## src/design/emsf_pkg.sv

```systemverilog
/*
 * Package for the MAC status and receive filter block: register offsets,
 * bit positions, reset values, timing counts and the bus and event structs.
 * Assumes a 20 MHz system clock and a byte-wide register port.
 */
package emsf_pkg;

  // ************************************************************
  // Register map.
  // ************************************************************
  localparam logic [15:0] EMSF_STATUS_TWO_ADDR = 16'h7fd3;
  localparam logic [15:0] EMSF_RX_CTRL_ONE_ADDR = 16'h7fd4;
  localparam logic [15:0] EMSF_TX_CTRL_ADDR = 16'h7f00;
  localparam logic [15:0] EMSF_IRQ_STATUS_ADDR = 16'h7f01;
  localparam logic [15:0] EMSF_IRQ_CLEAR_ADDR = 16'h7f02;
  localparam logic [15:0] EMSF_IRQ_ENABLE_ADDR = 16'h7f03;
  localparam logic [15:0] EMSF_COUNTER_ADDR = 16'h7f04;

  // ************************************************************
  // Status register two bit positions.
  // ************************************************************
  localparam int EMSF_UNDERRUN_BIT = 7;
  localparam int EMSF_LINK_BIT = 6;
  localparam int EMSF_OVERRUN_BIT = 5;
  localparam int EMSF_ROLLOVER_BIT = 4;
  localparam int EMSF_DEFERRAL_BIT = 3;
  localparam int EMSF_CARRIER_BIT = 2;
  localparam int EMSF_LATECOL_BIT = 1;

  // Receive control one bit positions.
  localparam int EMSF_ALL_GROUP_BIT = 2;
  localparam int EMSF_ALL_FRAME_BIT = 1;
  localparam int EMSF_ABORT_BIT = 0;

  // Own transmit control bit positions.
  localparam int EMSF_TX_ENABLE_BIT = 0;
  localparam int EMSF_CARR_MON_BIT = 1;
  localparam int EMSF_LINK_IRQ_EN_BIT = 2;

  // Interrupt status bit positions.
  localparam int EMSF_IRQ_OVERRUN = 0;
  localparam int EMSF_IRQ_LINK = 1;
  localparam int EMSF_IRQ_ABORT = 2;
  localparam int EMSF_IRQ_TXFAIL = 3;

  localparam logic [7:0] EMSF_RESET_BYTE = 8'h00;

  // ************************************************************
  // Byte-time limits.
  // ************************************************************
  localparam int EMSF_MAX_FRAME_BYTES = 1532;
  localparam int EMSF_DEFER_BYTES = 1518 * 2;
  localparam int EMSF_LATE_COL_BYTES = 64;
  localparam int EMSF_CLK_HZ = 20_000_000;
  localparam int EMSF_BYTE_NS = 800;
  localparam int EMSF_BYTE_CYCLES = (EMSF_BYTE_NS * (EMSF_CLK_HZ / 1_000_000)
                                     + 999) / 1000;
  localparam logic [3:0] EMSF_COUNT_MAX = 4'hf;

  typedef struct packed {
    logic [15:0] addr;
    logic [7:0] wdata;
    logic wr;
    logic rd;
  } emsf_bus_t;

  typedef struct packed {
    logic underrun;
    logic alloc_fail;
    logic preamble_ok;
    logic rx_byte;
    logic rx_end;
    logic tx_active;
    logic tx_byte;
    logic tx_preamble_end;
    logic tx_end;
    logic deferring;
    logic collision;
    logic single_col;
    logic multi_col;
  } emsf_evt_t;

endpackage : emsf_pkg
```

## src/design/emsf_mac_status.sv

```systemverilog
/*
 * MAC status register two, receive control register one, the address
 * filter decision, transmit enable control and the statistics counters.
 * Assumes events come from MAC logic on the same clock; the carrier and
 * link pins come from the transceiver and are synchronised here.
 */
// Chosen here: strobed register access.
//
// Summary of operation
// - Underrun sets bit 7, drops transmit enable.
// - Bit 6 shows link; changes raise interrupt.
// - Overrun sets bit 5, flushes, stays enabled.
// - Valid preamble clears the overrun flag.
// - Overrun sets sticky interrupt until software clears.
// - Overrun only when memory allocation failed.
// - Counter at 15 sets bit 4; read clears.
// - Deferral over 3036 byte times sets bit 3.
// - No carrier at preamble end sets bit 2.
// - Collision after more than 64 bytes: jam, bit 1.
// - Bit 0 of status two reads zero.
// - All-group bit accepts every multicast frame.
// - Promiscuous bit accepts every frame.
// - Frames over 1532 bytes aborted, flag set.
// - Abort flag clears on reset or zero write.
// - Missing carrier aborts transmit without CRC.
// - Counters advance once per transmit packet with collisions.
module emsf_mac_status
  import emsf_pkg::*;
(
  // Clock and reset.
  input wire logic clk,
  input wire logic reset_n,
  // Register port.
  input wire emsf_bus_t bus,
  output logic [7:0] rdata,
  // MAC events on the system clock.
  input wire emsf_evt_t evt,
  input wire logic [47:0] dest_addr,
  input wire logic dest_valid,
  input wire logic table_match,
  // Transceiver pins.
  input wire logic carrier_pin,
  input wire logic link_pin,
  // Outputs to the MAC.
  output logic transmit_enable,
  output logic send_jam,
  output logic tx_abort_no_crc,
  output logic rx_flush,
  output logic rx_store_abort,
  output logic frame_accept,
  output logic irq
);

  typedef struct packed {
    logic [1:0] carr_sync;
    logic [1:0] link_sync;
    logic link_prev;
    logic transmit_underrun_flag;
    logic receive_overrun_flag;
    logic counter_rollover_flag;
    logic excessive_deferral_flag;
    logic carrier_lost_flag;
    logic late_collision_flag;
    logic accept_all_group_frames;
    logic accept_every_frame;
    logic rx_abort_flag;
    logic transmit_enable;
    logic carrier_monitor_enable;
    logic link_event_irq_enable;
    logic [3:0] irq_status;
    logic [3:0] irq_enable;
    logic [3:0] single_count;
    logic [3:0] multi_count;
    logic [10:0] rx_len;
    logic [11:0] defer_len;
    logic [6:0] tx_len;
    logic [4:0] byte_div;
    logic counted;
    logic jam;
    logic abort;
    logic flush;
    logic drop;
    logic accept;
    logic [7:0] rdata;
  } emsf_state_t;

  emsf_state_t s_r, s_nxt;
  logic carrier_ok;
  logic link_ok;

  assign carrier_ok = s_r.carr_sync[1];
  assign link_ok = s_r.link_sync[1];

  always_comb begin
    logic [7:0] status_two;
    logic byte_tick;
    logic [3:0] events;
    s_nxt = s_r;
    status_two = EMSF_RESET_BYTE;
    byte_tick = 1'b0;
    events = 4'h0;
    s_nxt.carr_sync = {s_r.carr_sync[0], carrier_pin};
    s_nxt.link_sync = {s_r.link_sync[0], link_pin};
    s_nxt.link_prev = link_ok;
    s_nxt.jam = 1'b0;
    s_nxt.abort = 1'b0;
    s_nxt.flush = 1'b0;
    s_nxt.drop = 1'b0;

    // Byte-time enable used to measure deferral in byte times.
    if (s_r.byte_div == 5'(EMSF_BYTE_CYCLES - 1)) begin
      s_nxt.byte_div = 5'h0;
      byte_tick = 1'b1;
    end else begin
      s_nxt.byte_div = s_r.byte_div + 5'h1;
    end

    // Status register two read view; bit 0 stays zero.
    status_two[EMSF_UNDERRUN_BIT] = s_r.transmit_underrun_flag;
    status_two[EMSF_LINK_BIT] = link_ok;
    status_two[EMSF_OVERRUN_BIT] = s_r.receive_overrun_flag;
    status_two[EMSF_ROLLOVER_BIT] = s_r.counter_rollover_flag;
    status_two[EMSF_DEFERRAL_BIT] = s_r.excessive_deferral_flag;
    status_two[EMSF_CARRIER_BIT] = s_r.carrier_lost_flag;
    status_two[EMSF_LATECOL_BIT] = s_r.late_collision_flag;

    // Register writes; status two has no write path.
    if (bus.wr) begin
      unique case (bus.addr)
        EMSF_RX_CTRL_ONE_ADDR: begin
          s_nxt.accept_all_group_frames = bus.wdata[EMSF_ALL_GROUP_BIT];
          s_nxt.accept_every_frame = bus.wdata[EMSF_ALL_FRAME_BIT];
          if (!bus.wdata[EMSF_ABORT_BIT]) begin
            s_nxt.rx_abort_flag = 1'b0;
          end
        end
        EMSF_TX_CTRL_ADDR: begin
          s_nxt.transmit_enable = bus.wdata[EMSF_TX_ENABLE_BIT];
          s_nxt.carrier_monitor_enable = bus.wdata[EMSF_CARR_MON_BIT];
          s_nxt.link_event_irq_enable = bus.wdata[EMSF_LINK_IRQ_EN_BIT];
          if (bus.wdata[EMSF_TX_ENABLE_BIT]) begin
            s_nxt.transmit_underrun_flag = 1'b0;
            s_nxt.carrier_lost_flag = 1'b0;
            s_nxt.late_collision_flag = 1'b0;
          end
        end
        EMSF_IRQ_CLEAR_ADDR: begin
          s_nxt.irq_status = s_r.irq_status & ~bus.wdata[3:0];
        end
        EMSF_IRQ_ENABLE_ADDR: begin
          s_nxt.irq_enable = bus.wdata[3:0];
        end
        default: begin
        end
      endcase
    end

    // Register reads; the counter read clears the rollover flag.
    s_nxt.rdata = EMSF_RESET_BYTE;
    if (bus.rd) begin
      unique case (bus.addr)
        EMSF_STATUS_TWO_ADDR: s_nxt.rdata = status_two;
        EMSF_RX_CTRL_ONE_ADDR: s_nxt.rdata = {5'h0,
          s_r.accept_all_group_frames, s_r.accept_every_frame,
          s_r.rx_abort_flag};
        EMSF_TX_CTRL_ADDR: s_nxt.rdata = {5'h0,
          s_r.link_event_irq_enable, s_r.carrier_monitor_enable,
          s_r.transmit_enable};
        EMSF_IRQ_STATUS_ADDR: s_nxt.rdata = {4'h0, s_r.irq_status};
        EMSF_IRQ_ENABLE_ADDR: s_nxt.rdata = {4'h0, s_r.irq_enable};
        EMSF_COUNTER_ADDR: begin
          s_nxt.rdata = {s_r.multi_count, s_r.single_count};
          s_nxt.counter_rollover_flag = 1'b0;
        end
        default: s_nxt.rdata = EMSF_RESET_BYTE;
      endcase
    end

    // Transmit side hardware events; these win over software writes.
    if (evt.underrun && evt.tx_active) begin
      s_nxt.transmit_underrun_flag = 1'b1;
      s_nxt.transmit_enable = 1'b0;
      events[EMSF_IRQ_TXFAIL] = 1'b1;
    end
    if (evt.tx_preamble_end && s_r.carrier_monitor_enable
        && !carrier_ok) begin
      s_nxt.carrier_lost_flag = 1'b1;
      s_nxt.transmit_enable = 1'b0;
      s_nxt.abort = 1'b1;
      events[EMSF_IRQ_TXFAIL] = 1'b1;
    end
    if (evt.tx_active && s_r.carrier_monitor_enable && !carrier_ok
        && s_r.tx_len != 7'h0) begin
      s_nxt.abort = 1'b1;
    end
    if (!evt.tx_active) begin
      s_nxt.tx_len = 7'h0;
    end else if (evt.tx_byte && s_r.tx_len != 7'h7f) begin
      s_nxt.tx_len = s_r.tx_len + 7'h1;
    end
    if (evt.collision && evt.tx_active
        && s_r.tx_len > 7'(EMSF_LATE_COL_BYTES)) begin
      s_nxt.late_collision_flag = 1'b1;
      s_nxt.transmit_enable = 1'b0;
      s_nxt.jam = 1'b1;
      events[EMSF_IRQ_TXFAIL] = 1'b1;
    end

    // Deferral measured in byte times; end of packet clears it.
    if (!evt.deferring) begin
      s_nxt.defer_len = 12'h0;
    end else if (byte_tick && s_r.defer_len != 12'hfff) begin
      s_nxt.defer_len = s_r.defer_len + 12'h1;
    end
    if (evt.tx_end) begin
      s_nxt.excessive_deferral_flag = 1'b0;
    end
    if (evt.deferring && s_r.defer_len > 12'(EMSF_DEFER_BYTES)) begin
      s_nxt.excessive_deferral_flag = 1'b1;
    end

    // Statistics counters: one step per packet at most.
    if (evt.tx_end && !s_r.counted) begin
      s_nxt.counted = 1'b1;
      if (evt.single_col) begin
        s_nxt.single_count = s_r.single_count + 4'h1;
        if (s_r.single_count + 4'h1 == EMSF_COUNT_MAX) begin
          s_nxt.counter_rollover_flag = 1'b1;
        end
      end else if (evt.multi_col) begin
        s_nxt.multi_count = s_r.multi_count + 4'h1;
        if (s_r.multi_count + 4'h1 == EMSF_COUNT_MAX) begin
          s_nxt.counter_rollover_flag = 1'b1;
        end
      end
    end else if (!evt.tx_end) begin
      s_nxt.counted = 1'b0;
    end

    // Receive side: preamble clears overrun, overrun needs failed alloc.
    if (evt.preamble_ok) begin
      s_nxt.receive_overrun_flag = 1'b0;
      s_nxt.rx_len = 11'h0;
    end
    if (evt.alloc_fail) begin
      s_nxt.receive_overrun_flag = 1'b1;
      s_nxt.flush = 1'b1;
      events[EMSF_IRQ_OVERRUN] = 1'b1;
    end
    if (evt.rx_byte && s_r.rx_len != 11'h7ff) begin
      s_nxt.rx_len = s_r.rx_len + 11'h1;
      if (s_r.rx_len == 11'(EMSF_MAX_FRAME_BYTES)) begin
        s_nxt.rx_abort_flag = 1'b1;
        s_nxt.drop = 1'b1;
        events[EMSF_IRQ_ABORT] = 1'b1;
      end
    end
    if (evt.rx_end) begin
      s_nxt.rx_len = 11'h0;
    end

    // Address filter decision.
    s_nxt.accept = 1'b0;
    if (dest_valid) begin
      if (s_r.accept_every_frame) begin
        s_nxt.accept = 1'b1;
      end else if (dest_addr[40]) begin
        s_nxt.accept = s_r.accept_all_group_frames || table_match;
      end else begin
        s_nxt.accept = table_match;
      end
    end

    // Link change interrupt.
    if (link_ok != s_r.link_prev && s_r.link_event_irq_enable) begin
      events[EMSF_IRQ_LINK] = 1'b1;
    end
    s_nxt.irq_status = s_nxt.irq_status | events;
  end

  always_ff @(posedge clk) begin
    if (!reset_n) begin
      s_r <= '0;
    end else begin
      s_r <= s_nxt;
    end
  end

  assign rdata = s_r.rdata;
  assign transmit_enable = s_r.transmit_enable;
  assign send_jam = s_r.jam;
  assign tx_abort_no_crc = s_r.abort;
  assign rx_flush = s_r.flush;
  assign rx_store_abort = s_r.drop;
  assign frame_accept = s_r.accept;
  assign irq = |(s_r.irq_status & s_r.irq_enable);

  // ************************************************************
  // Checks.
  // ************************************************************
  a_underrun_drops_enable: assert property (@(posedge clk)
    disable iff (!reset_n) evt.underrun && evt.tx_active
    |=> s_r.transmit_underrun_flag && !transmit_enable)
    else $error("underrun did not set flag and drop enable");

  a_overrun_cause: assert property (@(posedge clk)
    disable iff (!reset_n) $rose(s_r.receive_overrun_flag)
    |-> $past(evt.alloc_fail))
    else $error("overrun flag rose without allocation failure");

  a_overrun_irq_sticky: assert property (@(posedge clk)
    disable iff (!reset_n) evt.alloc_fail ##1 !(bus.wr
    && bus.addr == EMSF_IRQ_CLEAR_ADDR)[*2]
    |-> s_r.irq_status[EMSF_IRQ_OVERRUN])
    else $error("overrun interrupt status lost");

  a_preamble_clears: assert property (@(posedge clk)
    disable iff (!reset_n) evt.preamble_ok && !evt.alloc_fail
    |=> !s_r.receive_overrun_flag)
    else $error("preamble did not clear overrun flag");

  a_abort_hold: assert property (@(posedge clk)
    disable iff (!reset_n) $fell(s_r.rx_abort_flag)
    |-> $past(bus.wr && bus.addr == EMSF_RX_CTRL_ONE_ADDR))
    else $error("abort flag cleared without a write");

  a_status_bit0_zero: assert property (@(posedge clk)
    disable iff (!reset_n) $past(bus.rd && bus.addr == EMSF_STATUS_TWO_ADDR)
    |-> !rdata[0])
    else $error("status bit 0 read as one");

  a_promisc_accept: assert property (@(posedge clk)
    disable iff (!reset_n) dest_valid && s_r.accept_every_frame
    |=> frame_accept)
    else $error("promiscuous frame not accepted");

  a_late_col_jam: assert property (@(posedge clk)
    disable iff (!reset_n) evt.collision && evt.tx_active
    && s_r.tx_len > 7'(EMSF_LATE_COL_BYTES)
    |=> send_jam && s_r.late_collision_flag ##1 !send_jam)
    else $error("late collision did not jam once");

  a_link_irq: assert property (@(posedge clk)
    disable iff (!reset_n) link_ok != s_r.link_prev
    && s_r.link_event_irq_enable |=> s_r.irq_status[EMSF_IRQ_LINK])
    else $error("link change did not raise interrupt");

  a_carrier_lost_stop: assert property (@(posedge clk)
    disable iff (!reset_n) evt.tx_preamble_end
    && s_r.carrier_monitor_enable && !carrier_ok
    |=> s_r.carrier_lost_flag && !transmit_enable)
    else $error("missing carrier did not stop transmit");

  a_no_crc_abort: assert property (@(posedge clk)
    disable iff (!reset_n) evt.tx_preamble_end
    && s_r.carrier_monitor_enable && !carrier_ok |=> tx_abort_no_crc)
    else $error("missing carrier did not abort the frame");

  a_deferral_flag_set: assert property (@(posedge clk)
    disable iff (!reset_n) evt.deferring
    && s_r.defer_len > 12'(EMSF_DEFER_BYTES)
    |=> s_r.excessive_deferral_flag)
    else $error("long deferral did not set the flag");

  a_oversize_abort: assert property (@(posedge clk)
    disable iff (!reset_n) evt.rx_byte
    && s_r.rx_len == 11'(EMSF_MAX_FRAME_BYTES)
    |=> rx_store_abort && s_r.rx_abort_flag)
    else $error("oversize frame was not aborted");

  a_rollover_read_clear: assert property (@(posedge clk)
    disable iff (!reset_n) bus.rd && bus.addr == EMSF_COUNTER_ADDR
    && !evt.tx_end |=> !s_r.counter_rollover_flag)
    else $error("counter read did not clear rollover");

  a_status_write_ignored: assert property (@(posedge clk)
    disable iff (!reset_n) bus.wr && bus.addr == EMSF_STATUS_TWO_ADDR
    && evt == '0 |=> $stable({s_r.transmit_underrun_flag,
    s_r.receive_overrun_flag, s_r.counter_rollover_flag,
    s_r.excessive_deferral_flag, s_r.carrier_lost_flag,
    s_r.late_collision_flag}))
    else $error("write changed status register two");

endmodule // emsf_mac_status

```

## config.mk

```make
export PLATFORM = sky130hd
export DESIGN_NAME = emsf_mac_status
export DESIGN_NICKNAME = d
export VERILOG_FILES = /design/src/design/emsf_pkg.sv /design/src/design/emsf_mac_status.sv
export SDC_FILE = /design/constraint.sdc
export NUM_CORES = 1
export LEC_CHECK = 0
export BUFFER_PORTS_ARGS = -buffer_cell sky130_fd_sc_hd__buf_4
export CAP_MARGIN = 20
export CORE_MARGIN = 2
export CORE_UTILIZATION = 51
export DETAILED_ROUTE_END_ITERATION = 10
export GPL_ROUTABILITY_DRIVEN = 1
export GPL_TIMING_DRIVEN = 0
export HOLD_SLACK_MARGIN = 0.02
export PLACE_DENSITY = 0.74
export SYNTH_ARGS = -nofsm -noshare
export SYNTH_HDL_FRONTEND = slang
export SYNTH_SLANG_ARGS = --single-unit
```

## constraint.sdc

```tcl
create_clock -name clk -period 2.3 [get_ports clk]
set_input_delay 0.115 -clock clk [delete_from_list [all_inputs] [get_ports clk]]
set_output_delay 0.115 -clock clk [all_outputs]
set_load 0.005 [all_outputs]
```

After elaboration in Yosys (flattened, before gate mapping)
Index checks and enable logic that the tools add are counted.
{"block": "word_totals", "reg_bits": 82, "latchBits": 0, "ram_bits": 0, "romBits": 0, "in_bits": 93, "out_inout_bits": 15, "elab_cells": 151, "memories": 0}
{"block": "classes", "n_addsub": 6, "multipliers": 0, "n_div": 0, "order_cmp": 2, "eq_ne": 16, "shifts": 0, "muxes": 45, "bitwise": 6, "reduce_logical": 46}
{"op": "== test 16 x 15 -> 1 bit, second input constant", "n": 7}
{"op": "one-hot mux 8 bit (6 select lines)", "n": 1}
{"op": "2-to-1 mux 1 bit", "n": 35}
{"op": "nonzero test 2 bit", "n": 12}
{"op": "2-to-1 mux 11 bit", "n": 2}
{"op": "2-to-1 mux 16 bit", "n": 1}
{"op": "AND reduction 2 bit", "n": 8}
{"op": "logical AND 1 bit", "n": 14}
{"op": "adder 12 x 1 -> 12 bit, second input constant", "n": 1}
{"op": "> comparator 12 bit, second input constant", "n": 1}
{"op": "!= test 12 bit, second input constant", "n": 1}
{"op": "AND reduction 3 bit", "n": 4}
{"op": "adder 11 x 1 -> 11 bit, second input constant", "n": 1}
{"op": "== test 11 bit, second input constant", "n": 1}
{"op": "!= test 11 bit, second input constant", "n": 1}
{"op": "adder 4 x 1 -> 4 bit, second input constant", "n": 2}
{"op": "AND 4 bit", "n": 2}
{"op": "== test 4 bit, second input constant", "n": 2}
{"op": "2-to-1 mux 4 bit", "n": 2}
{"op": "OR reduction 4 bit", "n": 2}
{"op": "adder 7 x 1 -> 7 bit, second input constant", "n": 1}
{"op": "> comparator 7 bit, second input constant", "n": 1}
{"op": "!= test 7 bit, second input constant", "n": 1}
{"op": "nonzero test 7 bit", "n": 1}
{"op": "12 further kinds", "n": 17}

Logic depth before layout (Yosys ltp)
Gate-level depths: netlist (run 1).
{"block": "depth", "ltp_word": 7, "ltp_mapped": 8, "mapped_depth_nobuf": 8}

Worst setup path before layout (run 1)
Ideal clock, no wire load.
{"block": "synth_path", "path_type": "register to register", "from": "register s_r[38] (netlist bit)", "to": "register s_r[38] (netlist bit)", "setup_time_ns": 0.059, "t_arrival_ns": 1.740, "required_ns": 2.241, "slack_ns": 0.501, "path_stages_with_launch": 7, "n_path_buf": 0, "period_less_slack_ns": 1.799, "cell_sequence": "dfxtp_1 > ha_1 > nand4_1 > o41ai_4 > nand2_1 > nor2_1 > mux2_2"}
{"block": "synth_between", "elab_chain_len": 3, "word_cells_on_any_way": 5, "cone_classes": "add/sub: 1; eq/ne: 1; mux: 1; reduce/logical: 2"}
{"element": "start, declared", "line": "emsf_mac_status.sv:87", "text": "emsf_state_t s_r, s_nxt;"}
{"element": "start signal, assigned", "line": "emsf_mac_status.sv:285", "text": "s_r <= s_nxt;"}
{"element": "branches (longest 3 deep; another with adder 11 x 1 -> 11 bit)"}
Parallel ways; which one is timed is not known.
A chain may end at the register's enable or synchronous reset.

Worst setup path after layout (run 1)
Same ends and word-level chain as after synthesis.

==> results.ini, run 1 <==
[hold_path]
hold_path_depth = 3
hold_class = in -> reg

[die]
dieWidth_um = 90.79
initial_utilization = 0.5268
die-area_sq_mm = 0.008242
io_pins = 108
num_rows = 31
fp.coreArea_sq_mm = 0.007292
die_h_um = 90.79

[logic_synthesis]
synth_cell_types = 60
ys_seq_elements = 82
synth_top_area_frac = 0.4274
async_reset_ff_frac = 0
synth_edf_count = 0
yosysSeqAreaShare = 0.4274
netlist_instances = 428
syn-num-nets = 533
ys_warn_count = 0
synthTopCellsByArea = dfxtp_1 43%, nor2_1 5.1%, ha_1 3.9%, nand2_1 3.6%, xor2_1 3.4%
synth.avg_cell_area_sq_um = 8.975
synthesis.area_sq_mm = 0.003841
yosys.area.top_type = dfxtp_1
synth_flop_cell = dfxtp_1

[drt]
route.detailed.drc = 0
wl_per_cell_um = 13.65
ant_nets = 0
drt-total-wl_um = 8300
initialDrtViolationCount = 153
first_pass_iters = 6
via_per_inst = 5.401
num_vias = 3284

[final_layout]
drive_above_1_share = 0.1984
instances_no_fill = 608
syn2layout_area_growth_pct = 21.82
nets = 610
antenna_cells = 0

[power_and_ir_drop]
vdd_ir_drop_max_v = 0.0002983
p_switching_w = 0.0006520
seq_power_share = 0.543
p_int_w = 0.002045
switching_share = 0.2417
combPwrFrac = 0.075
powerDensity_mw_per_mm2 = 576.4
clkPwrFrac = 0.382
leakage_nw = 1.937

[global_route]
grtUsageMet3 = 0.04090
grt_pass1_wl_um = 14070
grt_max_degree = 15
use_met1 = 0.2739
top_usage_layer = met2
overflow = 0
grt_util_met2 = 0.3340
grt_pass1_vias = 3087
track_usage = 0.2080
grt_antenna_before_repair = 0

[sta]
worst_pin_slew_ns = 0.7950
final_max_slew_viol_count = 0
fin_ws_ns = 0.2519
fin_skew_ns = 0.01162
fmax_ghz = 0.4883
hold_violations = 0
slew_headroom = 0.4628
setup-violations-final = 0
period_minus_slack_ns = 2.048
fin_tns_setup_ns = 0
rsz0062_at_grt = false
fin_crit_sh = 0.8905

[clocking]
cts_tree = built
clockBufferDepth = 2
h-tree-depth = 3
clk_root_buffer_cell = clkbuf_8
cts_num_sinks = 82
cts_made_buffers = 9
clkLatencyLatePin_ns = 0.36
cts_setup_buffers = 0
path_clk_slew_ns = 0.09

[critical_path]
crit_path_max_fanout = 6
worst_ep_arrival_time_ns = 2.34
crit_type = reg -> reg
cp.required_ns = 2.60
startpoint_type = flop
endpoint_kind = flop
r2r.worst_path.cells = 6

[job]
maxCapViolations = 0

[place]
io_buffers = 56
gp_congestion = 0.9060
dp_hpwl_um = 6080
pre_cts_slack_ns = 0.1362
dp_cells = 583

[status]
status = complete, no violations

## power groups by stage
stage / logic [W] / registers [W] / clock network, W
final: 0.000203 / 0.00146 / 0.00103
after global routing: 0.000224 / 0.00147 / 0.00111
after CTS: 0.000204 / 0.00146 / 0.00105
after detailed placement: 0.000190 / 0.00150 / 0
after global placement: 0.000185 / 0.00150 / 0
after floorplan: 0.0000945 / 0.00149 / 0
## per-stage QoR
stage               hold WS [ns]  instance area [sq um]  total power [W]  utilization
finish                   0.04715                   4679         0.002697       0.6417
global route             0.03721                   4679         0.002804       0.6417
CTS                      0.03231                   4677         0.002712       0.6414
detailed placement        0.3336                   4385         0.001687       0.6014
global placement          0.3290                   4385         0.001681       0.6014
floorplan                 0.2243                   3841         0.001585            -
## worst max-delay path, cell delays in order (launching register included)
cell and delay [ns]:
dfxtp_1 0.39, ha_1 0.23, nand4_1 0.21, o41ai_4 0.50, nand2_1 0.22, nor2_2 0.26, mux2_2 0.20
## metal layers
layer	vias up	wire length, um
li1	1666	-
met4	0	173
met1	1505	3954
met5	-	0
met2	100	3721
met3	13	451
## Yosys cell counts (5+ instances only)
library cell and number:
or3_1 5, clkbuf_1 7, nor2_1 52, a22oi_1 11, nand3_1 19, ha_1 12
a21oi_1 21, xnor2_1 8, buf_4 8, mux2i_1 13, dfxtp_1 82, a311oi_1 5
xor2_1 15, nor3_1 9, o21ai_0 12, nand2_1 37, and3_1 8, and2_1 8
nand4_1 11, inv_1 20, nand2b_1 5
## path summary, 6_finish.rpt
kind | startpoint | slack, ns | endpoint
max | s_r[38]$_SDFFE_PP0P_ | 0.25 | s_r[38]$_SDFFE_PP0P_
min | evt[12] | 0.05 | s_r[76]$_SDFFE_PN0P_
max reg2reg | s_r[38]$_SDFFE_PP0P_ | 0.25 | s_r[38]$_SDFFE_PP0P_
min reg2reg | s_nxt[79]$_SDFF_PN0_ | 0.44 | link_ok$_SDFF_PN0_
## cell type report
class	instances	area [sq um]
flip-flops and latches	82	1642
multi-input cells	307	2018
well taps	99	123.9
fillers	617	2613
inverters	21	78.83
clock inverters	6	67.56
plain buffers	18	105.1
repair buffers	66	520.5
clock buffers	9	123.9
## what timing repair did
item,in CTS,in global routing
hold endpoints to repair,9,0
endpoints found under the setup margin,0,4
hold buffers,10,0
resized for setup,0,1
## placed cells by master, fill, tap and decap left out, types with 3 or more instances in the layout
| cell | n |
|---|---|
| dfxtp_1 | 82 |
| buf_4 | 64 |
| nor2_1 | 51 |
| nand2_1 | 37 |
| a21oi_1 | 21 |
| inv_1 | 20 |
| nand3_1 | 19 |
| xor2_1 | 15 |
| mux2i_1 | 13 |
| o21ai_0 | 12 |
| ha_1 | 12 |
| a22oi_1 | 11 |
| nand4_1 | 11 |
| dlygate4sd3_1 | 10 |
| nor3_1 | 9 |
| clkbuf_8 | 9 |
| and3_1 | 8 |
| and2_1 | 8 |
| xnor2_1 | 8 |
| clkbuf_1 | 7 |
| or3_1 | 5 |
| a311oi_1 | 5 |
| nand2b_1 | 5 |
| nor4_1 | 4 |
| or2_2 | 3 |
| nor2b_1 | 3 |
| mux2_2 | 3 |
| a211oi_1 | 3 |
| a211o_1 | 3 |
| a41oi_1 | 3 |
| o2111ai_1 | 3 |
## cells by family after synthesis
family / Yosys count / synth area share
buffers and inverters: 39 / 0.04788
XOR/XNOR: 23 / 0.05244
AO/OA/AOI/OAI: 77 / 0.1456
multiplexers: 16 / 0.04267
adder cells (fa/ha/maj): 12 / 0.03909
AND/OR/NAND/NOR: 179 / 0.2450
flip-flops: 82 / 0.4274
## flip-flops by register name (all words and copies together), names as in the netlist
register / cells
send_jam: 1
transmit_enable: 1
carrier_ok: 1
frame_accept: 1
tx_abort_no_crc: 1
rdata: 8
rx_store_abort: 1
rx_flush: 1
s_nxt: 2
s_r: 64
link_ok: 1
No activity file was read; power rests on OpenSTA's default activity.
==> inputs of run 2 (changes only) <==
--- a/config.mk
+++ b/config.mk
@@ -7,13 +7,15 @@
 export LEC_CHECK = 0
 export BUFFER_PORTS_ARGS = -buffer_cell sky130_fd_sc_hd__buf_4
 export CAP_MARGIN = 20
+export CELL_PAD_IN_SITES_DETAIL_PLACEMENT = 1
+export CELL_PAD_IN_SITES_GLOBAL_PLACEMENT = 1
 export CORE_MARGIN = 2
-export CORE_UTILIZATION = 51
+export CORE_UTILIZATION = 38
 export DETAILED_ROUTE_END_ITERATION = 10
 export GPL_ROUTABILITY_DRIVEN = 1
 export GPL_TIMING_DRIVEN = 0
 export HOLD_SLACK_MARGIN = 0.02
-export PLACE_DENSITY = 0.74
+export PLACE_DENSITY = 0.75
 export SYNTH_ARGS = -nofsm -noshare
 export SYNTH_HDL_FRONTEND = slang
 export SYNTH_SLANG_ARGS = --single-unit
==> results.ini, run 2 (synthesis results as in run 1) <==
[status]
status = complete, no violations

[sta]
fin_crit_sh = 0.8916
hold_violations = 0
period_minus_slack_ns = 2.051
final_max_slew_viol_count = 0
setup-violations-final = 0
fin_tns_setup_ns = 0
worst_pin_slew_ns = 0.8915
fmax_ghz = 0.4876
rsz0062_at_grt = false
fin_skew_ns = 0.01003
slew_headroom = 0.3976

[die]
die-area_sq_mm = 0.01093
fp.coreArea_sq_mm = 0.009774
initial_utilization = 0.3930
num_rows = 36
die_h_um = 104.5
io_pins = 108
dieWidth_um = 104.5

[clocking]
cts_tree = built
path_clk_slew_ns = 0.09
cts_made_buffers = 9
h-tree-depth = 3
clockBufferDepth = 2
cts_num_sinks = 82
clk_root_buffer_cell = clkbuf_8
cts_setup_buffers = 0
clkLatencyLatePin_ns = 0.35

[global_route]
track_usage = 0.1921
grt_max_degree = 14
grt_pass1_vias = 3483
grt_pass1_wl_um = 17150
overflow = 0
grt_antenna_before_repair = 0

[critical_path]
path_depth = 6
cp_cell_sequence = ha_1 -> nand4_1 -> o41ai_4 -> nand2_1 -> nor2_2 -> mux2_2
crit_path_max_fanout = 6
rrSetupSlack_ns = 0.25
endpoint = s_r[38]$_SDFFE_PP0P_
crit_family = simple AND/OR/NAND/NOR gates
r2r-end = s_r[38]$_SDFFE_PP0P_
crit_type = reg -> reg
endpoint_kind = flop
worst_ep_arrival_time_ns = 2.35
r2r.worst_path.cells = 6
cp_slowest_cell = o41ai_4
worst-path-buf-inv = 0
timing.rr.start = s_r[38]$_SDFFE_PP0P_
critPathMaxStageDelay_ns = 0.52
startpoint_type = flop
cp-startpoint = s_r[38]$_SDFFE_PP0P_
cp.required_ns = 2.60

[drt]
route.detailed.drc = 0
ant_nets = 0
num_vias = 3320
wl_per_cell_um = 15.55
via_per_inst = 5.163
first_pass_iters = 4
initialDrtViolationCount = 93
drt-total-wl_um = 9998

[job]
maxCapViolations = 0

[final_layout]
drive_above_1_share = 0.1961
largest_reg_flops = 64
design_area_sq_mm = 0.004751
layout_common_cells = 82 x dfxtp_1, 64 x buf_4, 51 x nor2_1, 37 x nand2_1, 21 x a21oi_1
syn2layout_area_growth_pct = 23.68
final_common_cell = dfxtp_1
antenna_cells = 0
largest-register = s_r
nets = 610

[power_and_ir_drop]
leakage_nw = 1.948
powerDensity_mw_per_mm2 = 599.8
p_total_w = 0.002850
vdd_ir_drop_max_v = 0.0003017

[hold_path]
hold_class = in -> reg

[place]
io_buffers = 56
gp_congestion = 0.8086
dp_hpwl_um = 7431
placedInstanceArea_sq_mm = 0.004428

## run 2: cell count changes in the layout (fill, tap and decap cells not counted)
| cell | before | now |
|---|---|---|
| clkinv_4 | 1 | 0 |
| bufinv_16 | 1 | 2 |
| clkbuf_1 | 7 | 9 |
| inv_6 | 1 | 0 |
| clkinv_2 | 1 | 0 |
| clkbuf_8 | 9 | 10 |
## run 2: routing by layer
metal / GRT usage / up-vias / part of all wire
li1: - / 1668 / -
met5: 0 / - / 0
met3: 0.02870 / 19 / 0.033
met1: 0.2370 / 1570 / 0.46
met2: 0.3343 / 63 / 0.49
met4: 0.07819 / 0 / 0.021
## run 2: stage by stage
step / util / cells / hold slack (ns) / worst slack [ns]
2_1_floorplan: - / 428 / 0.2243 / 0.5010
3_3_place_gp: 0.4530 / 617 / 0.3250 / 0.1725
3_5_place_dp: 0.4530 / 617 / 0.3316 / 0.1502
4_1_cts: 0.4858 / 643 / 0.04679 / 0.1059
5_1_grt: 0.4860 / 643 / 0.06128 / 0.002012
6_report: 0.4860 / 643 / 0.05369 / 0.2493
## run 2: worst register-to-register path, stage by stage (launching register included)
cell and delay, ns:
dfxtp_1 0.39, ha_1 0.23, nand4_1 0.19, o41ai_4 0.52, nand2_1 0.21, nor2_2 0.26
mux2_2 0.20
## run 2: timing repair
action | in CTS | in global routing
hold buffers | 10 | 0
endpoints found under the hold margin | 8 | 0
setup endpoints to repair | 0 | 6
gates resized for setup | 0 | 1
## run 2: how the worst min path moves through the flow
| stage | startpoint | end | slack (ns) | cells past startpoint |
|---|---|---|---|---|
| 4_1_cts | bus[4] | s_r[65]$_SDFFE_PN0P_ | 0.05 | 3 |
| 3_3_place_gp | carrier_pin | s_nxt[81]$_SDFF_PN0_ | 0.32 | 2 |
| 5_1_grt | bus[0] | s_r[74]$_SDFF_PN0_ | 0.06 | 3 |
| 2_1_floorplan | bus[5] | s_r[64]$_SDFF_PN0_ | 0.22 | 1 |
| 3_5_place_dp | carrier_pin | s_nxt[81]$_SDFF_PN0_ | 0.33 | 2 |
| 6_report | bus[4] | s_r[65]$_SDFFE_PN0P_ | 0.05 | 3 |
## run 2: area by class of cell
cell class | instances | area [sq um]
multi-input cells | 307 | 2018
repair buffers | 66 | 520.5
flip-flops and latches | 82 | 1642
plain buffers | 18 | 105.1
clock buffers | 12 | 145.1
fillers | 1190 | 5024
well taps | 133 | 166.4
clock inverters | 4 | 75.07
inverters | 21 | 78.83
## run 2: report_power, final
part / switching [W] / internal [W] / leakage, nW
sequential: 0.0000226 / 0.00144 / 0.665
clock: 0.000532 / 0.000643 / 0.103
combinational: 0.000106 / 0.000104 / 1.18
total: 0.000660 / 0.00219 / 1.95
==> inputs of run 3 (changes only) <==
--- a/config.mk
+++ b/config.mk
@@ -15,7 +15,7 @@
 export GPL_ROUTABILITY_DRIVEN = 1
 export GPL_TIMING_DRIVEN = 0
 export HOLD_SLACK_MARGIN = 0.02
-export PLACE_DENSITY = 0.75
+export PLACE_DENSITY_LB_ADDON = 0.15
 export SYNTH_ARGS = -nofsm -noshare
 export SYNTH_HDL_FRONTEND = slang
 export SYNTH_SLANG_ARGS = --single-unit
==> results.ini, run 3 (synthesis results as in run 1) <==
[clocking]
clk_root_buffer_cell = clkbuf_8
path_clk_slew_ns = 0.08
clkLatencyLatePin_ns = 0.35
cts_num_sinks = 82
cts_tree = built
clockBufferDepth = 2
h-tree-depth = 3
cts_made_buffers = 9

[critical_path]
cp_cell_sequence = ha_1 -> nand4_1 -> o41ai_4 -> nand2_1 -> nor2_2 -> mux2_2
worst_ep_arrival_time_ns = 2.40
startpoint_type = flop
critPathMaxStageDelay_ns = 0.53
endpoint_kind = flop
cp_slowest_cell = o41ai_4
r2r.worst_path.cells = 6
cp.required_ns = 2.61
crit_path_max_fanout = 6
crit_type = reg -> reg

[power_and_ir_drop]
p_int_w = 0.002026
leakage_nw = 1.941
vdd_ir_drop_max_v = 0.0002200
switching_share = 0.2386
combPwrFrac = 0.078
seq_power_share = 0.550
clkPwrFrac = 0.371
p_total_w = 0.002660
powerDensity_mw_per_mm2 = 564.4
p_switching_w = 0.0006347

[final_layout]
syn2layout_area_growth_pct = 22.70
largest_reg_flops = 64
nets = 610
antenna_cells = 0
layout_common_cells = 82 x dfxtp_1, 64 x buf_4, 51 x nor2_1, 37 x nand2_1, 21 x a21oi_1
final_common_cell = dfxtp_1
largest-register = s_r
drive_above_1_share = 0.1961

[sta]
fmax_ghz = 0.4770
final_max_slew_viol_count = 0
fin_tns_setup_ns = 0
slew_headroom = 0.3895
hold_violations = 0
fin_crit_sh = 0.9115
fin_skew_ns = 0.006538
setup-violations-final = 0
period_minus_slack_ns = 2.096
rsz0062_at_grt = false
worst_pin_slew_ns = 0.9034

[drt]
wl_per_cell_um = 15.32
num_vias = 3313
ant_nets = 0
drt-total-wl_um = 9852
first_pass_iters = 4
initialDrtViolationCount = 81
via_per_inst = 5.152
route.detailed.drc = 0

[global_route]
grt_util_met2 = 0.3095
grt_antenna_before_repair = 0
grt_max_degree = 13
grt_pass1_vias = 3451
top_usage_layer = met2
grt_pass1_wl_um = 16750
use_met1 = 0.2409
grtUsageMet3 = 0.05864
overflow = 0
track_usage = 0.1897

[die]
fp.coreArea_sq_mm = 0.009774
die_h_um = 104.5
die-area_sq_mm = 0.01093
initial_utilization = 0.3930
dieWidth_um = 104.5
num_rows = 36
io_pins = 108

[status]
status = complete, no violations

[hold_path]
hold_path_depth = 3
hold_class = in -> reg

[place]
dp_hpwl_um = 7413
gp_congestion = 0.7968
io_buffers = 56

[job]
maxCapViolations = 0

## run 3: cell types whose count changed in the layout (fill, tap and decap cells not counted), sizes merged
cell	change
bufinv	-2
clkinv	+2
clkinvlp	-2
clkbuf	+2
## run 3: through the flow
stage          instance area, sq um  utilization  hold slack, ns  worst slack [ns]  instances
2_1_floorplan                  3841            -          0.2243            0.5010        428
3_3_place_gp                   4428       0.4530          0.3266            0.1645        617
3_5_place_dp                   4428       0.4530          0.3288            0.1206        617
4_1_cts                        4711       0.4820         0.03707           0.09652        643
5_1_grt                        4713       0.4822         0.04549           0.02880        643
6_report                       4713       0.4822         0.05362            0.2036        643
## run 3: worst max-delay path: cells and delay by family (launching register included)
family                     cells  cell delay [ns]
muxes                          1             0.20
adders and majority gates      1             0.23
DFF                            1             0.39
and+or+nand+nor                3             0.68
AOI/OAI and AO/OA              1             0.53
## run 3: final timing paths
kind                                            from                   end  slack, ns
worst max-delay path            s_r[38]$_SDFFE_PP0P_  s_r[38]$_SDFFE_PP0P_       0.20
worst min-delay path                         evt[12]  s_r[76]$_SDFFE_PN0P_       0.05
worst max register to register  s_r[38]$_SDFFE_PP0P_  s_r[38]$_SDFFE_PP0P_       0.20
worst min register to register  s_nxt[79]$_SDFF_PN0_    link_ok$_SDFF_PN0_       0.44
## run 3: what timing repair did
| item | 4_1_cts | 5_1_grt |
|---|---|---|
| resized for setup | 0 | 1 |
| hold buffers | 10 | 0 |
| hold endpoints to repair | 9 | 0 |
| setup endpoints to repair | 0 | 6 |
| setup buffers | 0 | 0 |
## run 3: final cells by class
| type | instances | area (sq um) |
|---|---|---|
| Fill cell | 1209 | 5061 |
| Multi-Input combinational cell | 307 | 2018 |
| Sequential cell | 82 | 1642 |
| Timing Repair Buffer | 66 | 520.5 |
| Clock buffer | 14 | 172.7 |
| Tap cell | 133 | 166.4 |
| Buffer | 18 | 105.1 |
| Inverter | 21 | 78.83 |
| Clock inverter | 2 | 10.01 |
## run 3: power groups by stage
stage / clock network (W) / logic (W) / registers (W)
6_report: 0.000988 / 0.000209 / 0.00146
5_1_grt: 0.00109 / 0.000233 / 0.00147
4_1_cts: 0.00103 / 0.000210 / 0.00146
3_5_place_dp: 0 / 0.000196 / 0.00150
3_3_place_gp: 0 / 0.000190 / 0.00150
2_1_floorplan: 0 / 0.0000945 / 0.00149
## run 3: layer usage
metal,share of wire,up-vias
met5,0,-
met4,0.015,0
met3,0.046,13
met2,0.47,66
met1,0.47,1571
li1,-,1663
